<file path="src/rtl/led_on_time_defines.svh">
// Purpose: offsets, field positions, reset values and timing counts of the on-time bank
// Assumes: 100 MHz ref_clk
// Notes: included by bare name
`ifndef LED_ON_TIME_DEFINES_SVH
`define LED_ON_TIME_DEFINES_SVH

// ----------------------------------------
// register offsets
// ----------------------------------------
`define OFS_CH2_UPPER 8'h06
`define OFS_CH2_MIDDLE 8'h07
`define OFS_CH3_UPPER 8'h08
`define OFS_CH3_MIDDLE 8'h09
`define OFS_CH4_UPPER 8'h0a
`define OFS_CH4_MIDDLE 8'h0b
`define OFS_LOW_BITS 8'h0c
`define OFS_CH5_UPPER 8'h0d

// ----------------------------------------
// reset values and field positions
// ----------------------------------------
`define RST_ON_TIME_BYTE 8'h7f
`define RST_CH5_UPPER 8'hff
`define RST_LOW_BITS 8'hff
`define CH5_LOW_FIXED 10'h3ff
`define LOW_CH1_POS 0
`define LOW_CH2_POS 2
`define LOW_CH3_POS 4
`define LOW_CH4_POS 6
`define UPPER_MSB 17
`define UPPER_LSB 10
`define MIDDLE_MSB 9
`define MIDDLE_LSB 2

// ----------------------------------------
// timing
// ----------------------------------------
`define CLK_PERIOD_NS 10
`define STEP_NS 50
`define STEP_CYCLES ((`STEP_NS + `CLK_PERIOD_NS - 1) / `CLK_PERIOD_NS)
`define PERIOD_STEPS 18'h3_ffff

`endif

</file>
<file path="src/rtl/led_on_time_pkg.sv">
// Purpose: shared types of the on-time bank
// Assumes: nothing
// Notes: constants live in the defines header
package led_on_time_pkg;
  typedef logic [7:0] reg_byte_t;
  typedef logic [17:0] on_time_t;
  typedef enum logic [2:0] {
    ST_IDLE = 3'b000,
    ST_ADDR = 3'b001,
    ST_RECV = 3'b010,
    ST_ACK = 3'b011,
    ST_READ = 3'b100,
    ST_RACK = 3'b101
  } serial_state_e;
endpackage

</file>
<file path="src/rtl/i2c_reg_port.sv">
// Purpose: two-wire slave that reads and writes the byte registers
// Assumes: scl and sda arrive asynchronously; slave never stretches the clock
// Notes: first data byte after the address sets the pointer, which then increments
`timescale 1ns/1ns
module i2c_reg_port #(
  parameter logic [6:0] DEV_ADDR = 7'h2a // arbitrary value
) (
  input wire logic ref_clk,
  input wire logic resetn,
  input wire logic scl_in,
  input wire logic sda_in,
  output logic sda_oe_n,
  output logic wr_stb,
  output led_on_time_pkg::reg_byte_t wr_addr,
  output led_on_time_pkg::reg_byte_t wr_data,
  output led_on_time_pkg::reg_byte_t rd_addr,
  input wire led_on_time_pkg::reg_byte_t rd_data
);
  import led_on_time_pkg::*;

  serial_state_e state_r, state_nxt;
  logic [3:0] cnt_r, cnt_nxt;
  reg_byte_t sh_r, sh_nxt, ptr_r, ptr_nxt, tx_r, tx_nxt, wd_r, wd_nxt, wa_r, wa_nxt;
  logic have_ptr_r, have_ptr_nxt, rw_r, rw_nxt, oe_n_r, oe_n_nxt, stb_r, stb_nxt, mack_r, mack_nxt;
  logic [2:0] scl_s_r, scl_s_nxt, sda_s_r, sda_s_nxt;
  logic scl_f_r, scl_f_nxt, sda_f_r, sda_f_nxt;
  logic scl_rise, scl_fall, start_c, stop_c;

  // ----------------------------------------
  // next state: filtering, framing, byte engine
  // ----------------------------------------
  always_comb begin
    scl_s_nxt = {scl_s_r[1:0], scl_in};
    sda_s_nxt = {sda_s_r[1:0], sda_in};
    // a level only counts once the second and third stages agree
    scl_f_nxt = (scl_s_r[1] == scl_s_r[2]) ? scl_s_r[2] : scl_f_r;
    sda_f_nxt = (sda_s_r[1] == sda_s_r[2]) ? sda_s_r[2] : sda_f_r;
    scl_rise = scl_f_nxt & ~scl_f_r;
    scl_fall = ~scl_f_nxt & scl_f_r;
    start_c = scl_f_r & scl_f_nxt & sda_f_r & ~sda_f_nxt;
    stop_c = scl_f_r & scl_f_nxt & ~sda_f_r & sda_f_nxt;
    state_nxt = state_r;
    cnt_nxt = cnt_r;
    sh_nxt = sh_r;
    ptr_nxt = ptr_r;
    tx_nxt = tx_r;
    wd_nxt = wd_r;
    wa_nxt = wa_r;
    have_ptr_nxt = have_ptr_r;
    rw_nxt = rw_r;
    oe_n_nxt = oe_n_r;
    stb_nxt = 1'b0;
    mack_nxt = mack_r;
    if (start_c) begin
      state_nxt = ST_ADDR;
      cnt_nxt = 4'h0;
      have_ptr_nxt = 1'b0;
      oe_n_nxt = 1'b1;
    end else if (stop_c) begin
      state_nxt = ST_IDLE;
      oe_n_nxt = 1'b1;
    end else begin
      unique case (state_r)
        ST_IDLE: begin
        end
        ST_ADDR, ST_RECV: begin
          if (scl_rise) begin
            sh_nxt = {sh_r[6:0], sda_f_nxt};
            cnt_nxt = cnt_r + 4'h1;
          end else if (scl_fall && cnt_r == 4'h8) begin
            if (state_r == ST_ADDR) begin
              if (sh_r[7:1] == DEV_ADDR) begin
                state_nxt = ST_ACK;
                oe_n_nxt = 1'b0;
                rw_nxt = sh_r[0];
              end else begin
                state_nxt = ST_IDLE;
              end
            end else begin
              state_nxt = ST_ACK;
              oe_n_nxt = 1'b0;
              rw_nxt = 1'b0;
              if (!have_ptr_r) begin
                ptr_nxt = sh_r;
                have_ptr_nxt = 1'b1;
              end else begin
                stb_nxt = 1'b1;
                wa_nxt = ptr_r;
                wd_nxt = sh_r;
                ptr_nxt = ptr_r + 8'h01;
              end
            end
          end
        end
        ST_ACK: begin
          if (scl_fall) begin
            cnt_nxt = 4'h0;
            if (rw_r) begin
              state_nxt = ST_READ;
              tx_nxt = rd_data;
              oe_n_nxt = rd_data[7];
            end else begin
              state_nxt = ST_RECV;
              oe_n_nxt = 1'b1;
            end
          end
        end
        ST_READ: begin
          if (scl_fall) begin
            if (cnt_r == 4'h7) begin
              state_nxt = ST_RACK;
              oe_n_nxt = 1'b1;
              ptr_nxt = ptr_r + 8'h01;
            end else begin
              tx_nxt = {tx_r[6:0], 1'b0};
              oe_n_nxt = tx_r[6];
              cnt_nxt = cnt_r + 4'h1;
            end
          end
        end
        ST_RACK: begin
          if (scl_rise) begin
            mack_nxt = ~sda_f_nxt;
          end else if (scl_fall) begin
            // a nack from the master ends the read burst
            if (mack_r) begin
              state_nxt = ST_READ;
              tx_nxt = rd_data;
              oe_n_nxt = rd_data[7];
              cnt_nxt = 4'h0;
            end else begin
              state_nxt = ST_IDLE;
            end
          end
        end
        default: state_nxt = ST_IDLE;
      endcase
    end
  end

  // ----------------------------------------
  // state registers
  // ----------------------------------------
  always_ff @(posedge ref_clk or negedge resetn) begin
    if (!resetn) begin
      state_r <= ST_IDLE;
      cnt_r <= 4'h0;
      sh_r <= 8'h00;
      ptr_r <= 8'h00;
      tx_r <= 8'h00;
      wd_r <= 8'h00;
      wa_r <= 8'h00;
      have_ptr_r <= 1'b0;
      rw_r <= 1'b0;
      oe_n_r <= 1'b1;
      stb_r <= 1'b0;
      mack_r <= 1'b0;
      scl_s_r <= 3'h7;
      sda_s_r <= 3'h7;
      scl_f_r <= 1'b1;
      sda_f_r <= 1'b1;
    end else begin
      state_r <= state_nxt;
      cnt_r <= cnt_nxt;
      sh_r <= sh_nxt;
      ptr_r <= ptr_nxt;
      tx_r <= tx_nxt;
      wd_r <= wd_nxt;
      wa_r <= wa_nxt;
      have_ptr_r <= have_ptr_nxt;
      rw_r <= rw_nxt;
      oe_n_r <= oe_n_nxt;
      stb_r <= stb_nxt;
      mack_r <= mack_nxt;
      scl_s_r <= scl_s_nxt;
      sda_s_r <= sda_s_nxt;
      scl_f_r <= scl_f_nxt;
      sda_f_r <= sda_f_nxt;
    end
  end

  assign sda_oe_n = oe_n_r;
  assign wr_stb = stb_r;
  assign wr_addr = wa_r;
  assign wr_data = wd_r;
  assign rd_addr = ptr_r;
endmodule

</file>
<file path="src/rtl/led_string_on_time_regs.sv">
// Purpose: on-time registers of strings 2 to 5 and their dimming outputs
// Assumes: 100 MHz ref_clk; dim pin asynchronous; external_dim_select from logic on ref_clk
// Notes: ch5 lower bits live elsewhere and are held at their reset value here
`timescale 1ns/1ns
`include "led_on_time_defines.svh"
module led_string_on_time_regs #(
  parameter logic [17:0] PERIOD_STEPS = `PERIOD_STEPS,
  parameter logic [6:0] DEV_ADDR = 7'h2a // arbitrary value
) (
  input wire logic ref_clk,
  input wire logic resetn,
  input wire logic scl_in,
  input wire logic sda_in,
  output logic sda_out,
  output logic sda_oe_n,
  input wire logic dim_in,
  input wire logic external_dim_select,
  output logic [3:0] led_on,
  output logic [1:0] ch1_low_bits,
  output led_on_time_pkg::on_time_t ch2_on_time
);
  import led_on_time_pkg::*;

  localparam int STEP_CYC = `STEP_CYCLES;
  localparam logic [2:0] PRE_LAST = 3'(STEP_CYC - 1);

  reg_byte_t upper_r [4];
  reg_byte_t upper_nxt [4];
  reg_byte_t middle_r [3];
  reg_byte_t middle_nxt [3];
  reg_byte_t low_r, low_nxt;
  logic wr_stb;
  reg_byte_t wr_addr, wr_data, rd_addr, rd_data;
  on_time_t ch_val [4];
  logic [2:0] dim_s_r, dim_s_nxt;
  logic dim_f_r, dim_f_nxt;
  logic [2:0] pre_r, pre_nxt;
  logic tick;
  on_time_t step_r, step_nxt;
  logic [3:0] led_r, led_nxt;

  // ----------------------------------------
  // helpers
  // ----------------------------------------
  function automatic on_time_t assemble(input reg_byte_t up, input reg_byte_t mid, input logic [1:0] lo);
    assemble = {up, mid, lo};
  endfunction

  function automatic reg_byte_t reg_read(input reg_byte_t a, input reg_byte_t up [4], input reg_byte_t mid [3],
                                         input reg_byte_t lo);
    unique case (a)
      `OFS_CH2_UPPER: reg_read = up[0];
      `OFS_CH2_MIDDLE: reg_read = mid[0];
      `OFS_CH3_UPPER: reg_read = up[1];
      `OFS_CH3_MIDDLE: reg_read = mid[1];
      `OFS_CH4_UPPER: reg_read = up[2];
      `OFS_CH4_MIDDLE: reg_read = mid[2];
      `OFS_LOW_BITS: reg_read = lo;
      `OFS_CH5_UPPER: reg_read = up[3];
      default: reg_read = 8'h00; // unmapped reads return zero
    endcase
  endfunction

  // ----------------------------------------
  // serial register port
  // ----------------------------------------
  i2c_reg_port #(.DEV_ADDR(DEV_ADDR)) u_port (
    .ref_clk(ref_clk),
    .resetn(resetn),
    .scl_in(scl_in),
    .sda_in(sda_in),
    .sda_oe_n(sda_oe_n),
    .wr_stb(wr_stb),
    .wr_addr(wr_addr),
    .wr_data(wr_data),
    .rd_addr(rd_addr),
    .rd_data(rd_data)
  );

  assign sda_out = 1'b0; // open drain: only ever pulls low
  assign rd_data = reg_read(rd_addr, upper_r, middle_r, low_r);

  // ----------------------------------------
  // register writes; unmapped offsets are ignored
  // ----------------------------------------
  always_comb begin
    upper_nxt = upper_r;
    middle_nxt = middle_r;
    low_nxt = low_r;
    if (wr_stb) begin
      unique case (wr_addr)
        `OFS_CH2_UPPER: upper_nxt[0] = wr_data;
        `OFS_CH2_MIDDLE: middle_nxt[0] = wr_data;
        `OFS_CH3_UPPER: upper_nxt[1] = wr_data;
        `OFS_CH3_MIDDLE: middle_nxt[1] = wr_data;
        `OFS_CH4_UPPER: upper_nxt[2] = wr_data;
        `OFS_CH4_MIDDLE: middle_nxt[2] = wr_data;
        `OFS_LOW_BITS: low_nxt = wr_data;
        `OFS_CH5_UPPER: upper_nxt[3] = wr_data;
        default: begin
        end
      endcase
    end
  end

  always_ff @(posedge ref_clk or negedge resetn) begin
    if (!resetn) begin
      upper_r[0] <= `RST_ON_TIME_BYTE;
      upper_r[1] <= `RST_ON_TIME_BYTE;
      upper_r[2] <= `RST_ON_TIME_BYTE;
      upper_r[3] <= `RST_CH5_UPPER;
      middle_r[0] <= `RST_ON_TIME_BYTE;
      middle_r[1] <= `RST_ON_TIME_BYTE;
      middle_r[2] <= `RST_ON_TIME_BYTE;
      low_r <= `RST_LOW_BITS;
    end else begin
      upper_r <= upper_nxt;
      middle_r <= middle_nxt;
      low_r <= low_nxt;
    end
  end

  // ----------------------------------------
  // value assembly from the three register parts; ch5 from its upper byte and fixed low bits
  // ----------------------------------------
  assign ch_val[0] = assemble(upper_r[0], middle_r[0], low_r[`LOW_CH2_POS +: 2]);
  assign ch_val[1] = assemble(upper_r[1], middle_r[1], low_r[`LOW_CH3_POS +: 2]);
  assign ch_val[2] = assemble(upper_r[2], middle_r[2], low_r[`LOW_CH4_POS +: 2]);
  assign ch_val[3] = {upper_r[3], `CH5_LOW_FIXED};
  assign ch1_low_bits = low_r[`LOW_CH1_POS +: 2];
  assign ch2_on_time = ch_val[0];

  // ----------------------------------------
  // step timebase, dim pin filter and led drive
  // ----------------------------------------
  // a value at or above the period length keeps the string on all period
  always_comb begin
    dim_s_nxt = {dim_s_r[1:0], dim_in};
    dim_f_nxt = (dim_s_r[1] == dim_s_r[2]) ? dim_s_r[2] : dim_f_r;
    tick = (pre_r == PRE_LAST);
    pre_nxt = tick ? 3'h0 : pre_r + 3'h1;
    step_nxt = step_r;
    if (tick) begin
      step_nxt = (step_r == PERIOD_STEPS - 18'h0_0001) ? 18'h0_0000 : step_r + 18'h0_0001;
    end
    for (int i = 0; i < 4; i++) begin
      led_nxt[i] = external_dim_select ? dim_f_r : (step_r < ch_val[i]);
    end
  end

  always_ff @(posedge ref_clk or negedge resetn) begin
    if (!resetn) begin
      dim_s_r <= 3'h0;
      dim_f_r <= 1'b0;
      pre_r <= 3'h0;
      step_r <= 18'h0_0000;
      led_r <= 4'h0;
    end else begin
      dim_s_r <= dim_s_nxt;
      dim_f_r <= dim_f_nxt;
      pre_r <= pre_nxt;
      step_r <= step_nxt;
      led_r <= led_nxt;
    end
  end

  assign led_on = led_r;

  logic cmp0;
  assign cmp0 = step_r < ch_val[0];
endmodule

</file>
<file path="config.mk">
export PLATFORM = sky130hd
export DESIGN_NAME = led_string_on_time_regs
export DESIGN_NICKNAME = d
export VERILOG_FILES = /design/src/rtl/led_on_time_pkg.sv /design/src/rtl/i2c_reg_port.sv /design/src/rtl/led_string_on_time_regs.sv
export VERILOG_INCLUDE_DIRS = /design/src /design/src/rtl
export SDC_FILE = /design/constraint.sdc
export NUM_CORES = 1
export LEC_CHECK = 0
export ABC_AREA = 1
export BUFFER_PORTS_ARGS = -buffer_cell sky130_fd_sc_hd__buf_2
export CAP_MARGIN = 0
export CORE_MARGIN = 5
export CORE_UTILIZATION = 55
export DETAILED_ROUTE_END_ITERATION = 10
export PLACE_DENSITY = 0.74
export SYNTH_ARGS = -nofsm -noshare
export SYNTH_HDL_FRONTEND = slang
export SYNTH_SLANG_ARGS = --single-unit
export TNS_END_PERCENT = 100
</file>
<file path="constraint.sdc">
create_clock -name ref_clk -period 2.7 [get_ports ref_clk]
set_input_delay 0.54 -clock ref_clk [delete_from_list [all_inputs] [get_ports ref_clk]]
set_output_delay 0.54 -clock ref_clk [all_outputs]
set_load 0.01 [all_outputs]
</file>
; ---- Word level (Yosys, flattened, before mapping)
; Cells that the tools add are included.
[totals]
ff_bits = 152
latchBits = 0
ramBits = 0
rom_bits = 0
out_inout_bits = 26
word_cells = 217
n_memories = 0
[op_classes]
addsub = 4
mul = 0
n_div = 0
order_cmp = 4
eq_ne = 61
shifts = 0
n_mux = 77
bitwise = 15
n_reduce_logical = 27
[op_table]
columns = cell, n
row1 = $eq 8x4->1 const B, 12
row2 = $lt 18x18->1, 4
row3 = $pmux 8 s8, 1
row4 = $mux 7, 7
row5 = $mux 8, 6
row6 = $mux 3, 12
row7 = $mux 4, 9
row8 = $mux 1, 34
row9 = $eq 8x3->1 const B, 4
row10 = $ne 4x1->1 const B, 6
row11 = $pmux 7 s3, 1
row12 = $add 18x1->18 const B, 1
row13 = $eq 18x18->1 const B, 1
row14 = $mux 18, 1
row15 = $ne 2x1->1 const B, 9
row16 = $ne 3x1->1 const B, 6
row17 = $reduce_and 9->1, 2
row18 = $pmux 4 s4, 1
row19 = $pmux 8 s2, 1
row20 = $reduce_and 2->1, 8
row21 = $reduce_and 8->1, 2
row22 = $pmux 3 s5, 1
row23 = $ne 2x2->1 const B, 6
row24 = $reduce_and 10->1, 1
row25 = other kinds (29), 52

; ---- Depth between registers and ports, before layout
[depth]
word_depth = 10
ltp_mapped = 13
ltp_nobuf = 13

; ---- Hierarchy
; A second synthesis with hierarchy kept.
[hier_totals]
cells_unflattened = 1240
hier_area_um2 = 9362.7
[modules_own_cells]
columns = module, instances, cells_per_inst, area_each_um2, seq_area_each_um2
row1 = led_string_on_time_regs, 1, 873, 6403.6, 2399.8
row2 = i2c_reg_port, 1, 367, 2959.1, 1487.7

; ---- Worst setup path after synthesis
; OpenSTA, ideal clock, no wires.
[synth_path]
path_kind = register to register
startpoint = register u_port.cnt_r[0]
endpoint = register u_port.wa_r[2], in the netlist u_port.wr_addr[2]
setup_time_ps = 122
arrival_ps = 1548
required_time_ps = 2578
slack_ps = 1031
path_stages_with_launch = 12
period_less_slack_ps = 1669
cell_sequence = dfrtp_1 inv_1 ha_1 inv_1 nor3_2 nand2_1 or2_1 nor2_2 inv_2 buf_2 nand2_1 o21ai_1
[synth_via]
elab_chain_cells = 3
[synth_lines]
columns = element, line_no
row1 = start: declaration, i2c_reg_port.sv:22  ; logic [3:0] cnt_r, cnt_nxt;
row2 = start signal: assignment, i2c_reg_port.sv:164  ; cnt_r <= cnt_nxt;
row3 = $eq 4x4->1, i2c_reg_port.sv:70  ; end else if (scl_fall && cnt_r == 4'h8) begin
row4 = $logic_and 1x1->1, i2c_reg_port.sv:70
row5 = $reduce_and 7->1 (no line), -
row6 = end signal: assignment, i2c_reg_port.sv:169  ; wa_r <= wa_nxt;
row7 = end: declaration, i2c_reg_port.sv:23  ; reg_byte_t sh_r, sh_nxt, ptr_r, ptr_nxt, tx_r, tx_nxt, wd_r, wd_nxt, wa_r, wa_nxt;
; No other way between the ends.
; A chain may end at the register's enable or synchronous reset.

; ---- Final worst setup path
; Ends and elaborated chain as after synthesis.

==> results.yml <==
run_status:
  status: "completed"
clock_tree:
  path_clk_slew_ps: 70
  insertion_delay_ps: 440
  cts_buffers: 17
  cts-hold-fix-buffers: 0
  cts_resized: 0
  cts_tree: "done"
  htree_levels: 4
  clock_sink_count: 152
  cts_root_buf: "clkbuf_16"
  postCtsSetupBuffers: 0
  clockBufferDepth: 2
setup_path:
  setup.worst_path.end_class: "flip-flop"
  crit_required_ps: 3020
  worstPathArrival_ps: 2410
  path_max_fanout: 13
  worst_setup_path_start_kind: "flip-flop"
  path_class: "reg2reg"
floorplanning:
  die-area_mm2: 0.0189
  die_width_um: 138
  core-area_mm2: 0.0159
  rows: 46
  die_h_um: 138
  start_util: 0.562
  ioPinCount: 32
synthesis:
  synth_area_mm2: 0.00896
  ys_ff_latch: 152
  syn_nets: 1201
  avgSynthCellArea_um2: 7.96
  ys_types: 45
  synth_cells: 1126
  async_flop_share: 1.00
  yosys_most_used_dff: "dfrtp_1"
  yosysWarnings: 0
  yosys-top-cells-area: "dfrtp_1 (24%), dfstp_2 (20%), nand2_1 (13%), ha_1 (9.6%), o21ai_0 (6.4%)"
  seq_area_frac_synth: 0.434
  yosysTopAreaCell: "dfrtp_1"
  synth_edf_count: 0
  synth_top_area_frac: 0.237
sta:
  finalCriticalPeriod_ps: 2080
  hold_viol: 0
  setup_violations: 0
  skew_ps: 13.7
  finalSetupTns_ps: 0
  rsz0062_at_grt: "false"
  hold_slack_ps: 63.0
  slew_headroom: 0.596
  fmax_ghz: 0.480
  maxSlewViolCount: 0
  finalCritPeriodShare: 0.771
  worst_slew_pin_slew_ps: 604
global_route:
  antenna_found_initial: 0
  grt_usage: 0.254
  grt_max_degree: 55
  grt_pass1_wl_um: 36600
  grt_overflow_total: 0
  first_global_vias: 6931
place:
  place_congestion: 0.922
  dp.cells: 1338
  dpl.hpwl_um: 17000
  numPortBuffers: 30
  dpl_cell_area_mm2: 0.00920
layout:
  nNetsFinal: 1216
  n_antenna_cell: 0
  nFillCells: 1451
  fin_cells: 1370
  drive_above_1_share: 0.157
  fin_util: 0.614
  finalInstanceArea_mm2: 0.00979
  syn2layout_area_growth_pct: 9.30
  layout_common_cells: "nand2_1 (299), inv_1 (144), o21ai_0 (114)"
  final_common_cell: "nand2_1"
routing:
  wire_per_inst_um: 16.7
  drt-total-wl_um: 22900
  vias: 7433
  drc: 0
  viasPerCell: 5.43
  dr.pass1.iters: 7
  drtIter0Drc: 473
  ant_nets: 0
power_and_ir_drop:
  combPwrFrac: 0.056
  intPower_mw: 3.75
  switching_share: 0.262
  leakage_nw: 4.39
  vdd_drop_max_mv: 0.453
  p_switching_mw: 1.33
  power_per_cell_area_mw_per_mm2: 519
  clkPwrFrac: 0.472
  seqPwrFrac: 0.473
worst_hold_path:
  hold_path_class: "in2async"
flow_run:
  drv_cap: 0
==> path summary, 6_finish.rpt <==
path,start,to,slack (ps),cells after the start
max,u_port.cnt_r[0],u_port.wr_addr[2],620,10
min,resetn,ch_val[53],60,1
max reg2reg,u_port.cnt_r[0],u_port.wr_addr[2],620,10
min reg2reg,dim_s_r[0],dim_s_r[1],350,0
max in group asynchronous,resetn,ch_val[25],1930,2
min in group ref_clk,sda_in,u_port.sda_s_r[0],200,1
==> sequential cells by signal (all words and copies together) (netlist names), 3 cells and up <==
signal / count
ch_val: 40
step_r: 18
ch2_on_time: 16
low_r: 8
u_port.rd_addr: 8
u_port.sh_r: 8
u_port.wr_addr: 8
u_port.wr_data: 8
u_port.tx_r: 7
led_on: 4
u_port.cnt_r: 4
dim_s_r: 3
pre_r: 3
u_port.scl_s_r: 3
u_port.sda_s_r: 3
u_port.state_r: 3
==> worst max-delay path: stages, from the launching register on <==
cell and delay, ps:
dfrtp_1 400, inv_1 110, ha_1 160, inv_1 50, nor3_2 170, nand2_1 100, or2_1 250, nor2_2 390
inv_2 200, nand2_1 90, o21ai_1 80
==> area by class of cell <==
class | instances | area, um^2 | area share
multi-input cells | 782 | 4260 | 0.435
flip-flops and latches | 152 | 3890 | 0.397
inverters | 155 | 582 | 0.0594
clock buffers | 17 | 425 | 0.0435
well taps | 216 | 270 | 0.0276
repair buffers | 33 | 204 | 0.0208
clock inverters | 15 | 163 | 0.0166
==> through the flow <==
step | setup WS [ps] | power, mW
floorplan | 1030 | 2.60
global placement | 693 | 2.71
detailed placement | 624 | 2.72
CTS | 602 | 5.11
global route | 337 | 5.25
finish | 617 | 5.08
==> power by group through the flow <==
stage	Combinational, mW	Sequential (mW)	Clock, mW
floorplan	0.172	2.43	0
global placement	0.275	2.44	0
detailed placement	0.284	2.44	0
CTS	0.286	2.40	2.43
global route	0.325	2.41	2.52
finish	0.282	2.40	2.40
==> Yosys cell counts (14+ instances only) <==
master,number
ha_1,69
a21oi_1,57
dfrtp_1,85
nand4_1,26
inv_1,144
buf_4,19
dfstp_2,67
nor2_1,69
nor3_1,14
nand3_1,43
nand2_1,299
o21ai_0,114
==> routing by layer <==
metal,track usage,vias to the layer above,share of wire
met5,0,-,0
met4,0.0887,0,0.029
met3,0.0530,56,0.056
met2,0.418,220,0.48
met1,0.332,3454,0.44
li1,-,3703,-
==> cells by family after synthesis <==
logic type,count (synthesis),synth area share
simple gates,489,0.239
compound gates,211,0.128
buf+inv,192,0.0905
flops,152,0.434
fa+ha+maj,70,0.0975
xor+xnor,11,0.0108
other cells,1,0.000419
(Power assumes the default switching activity.)
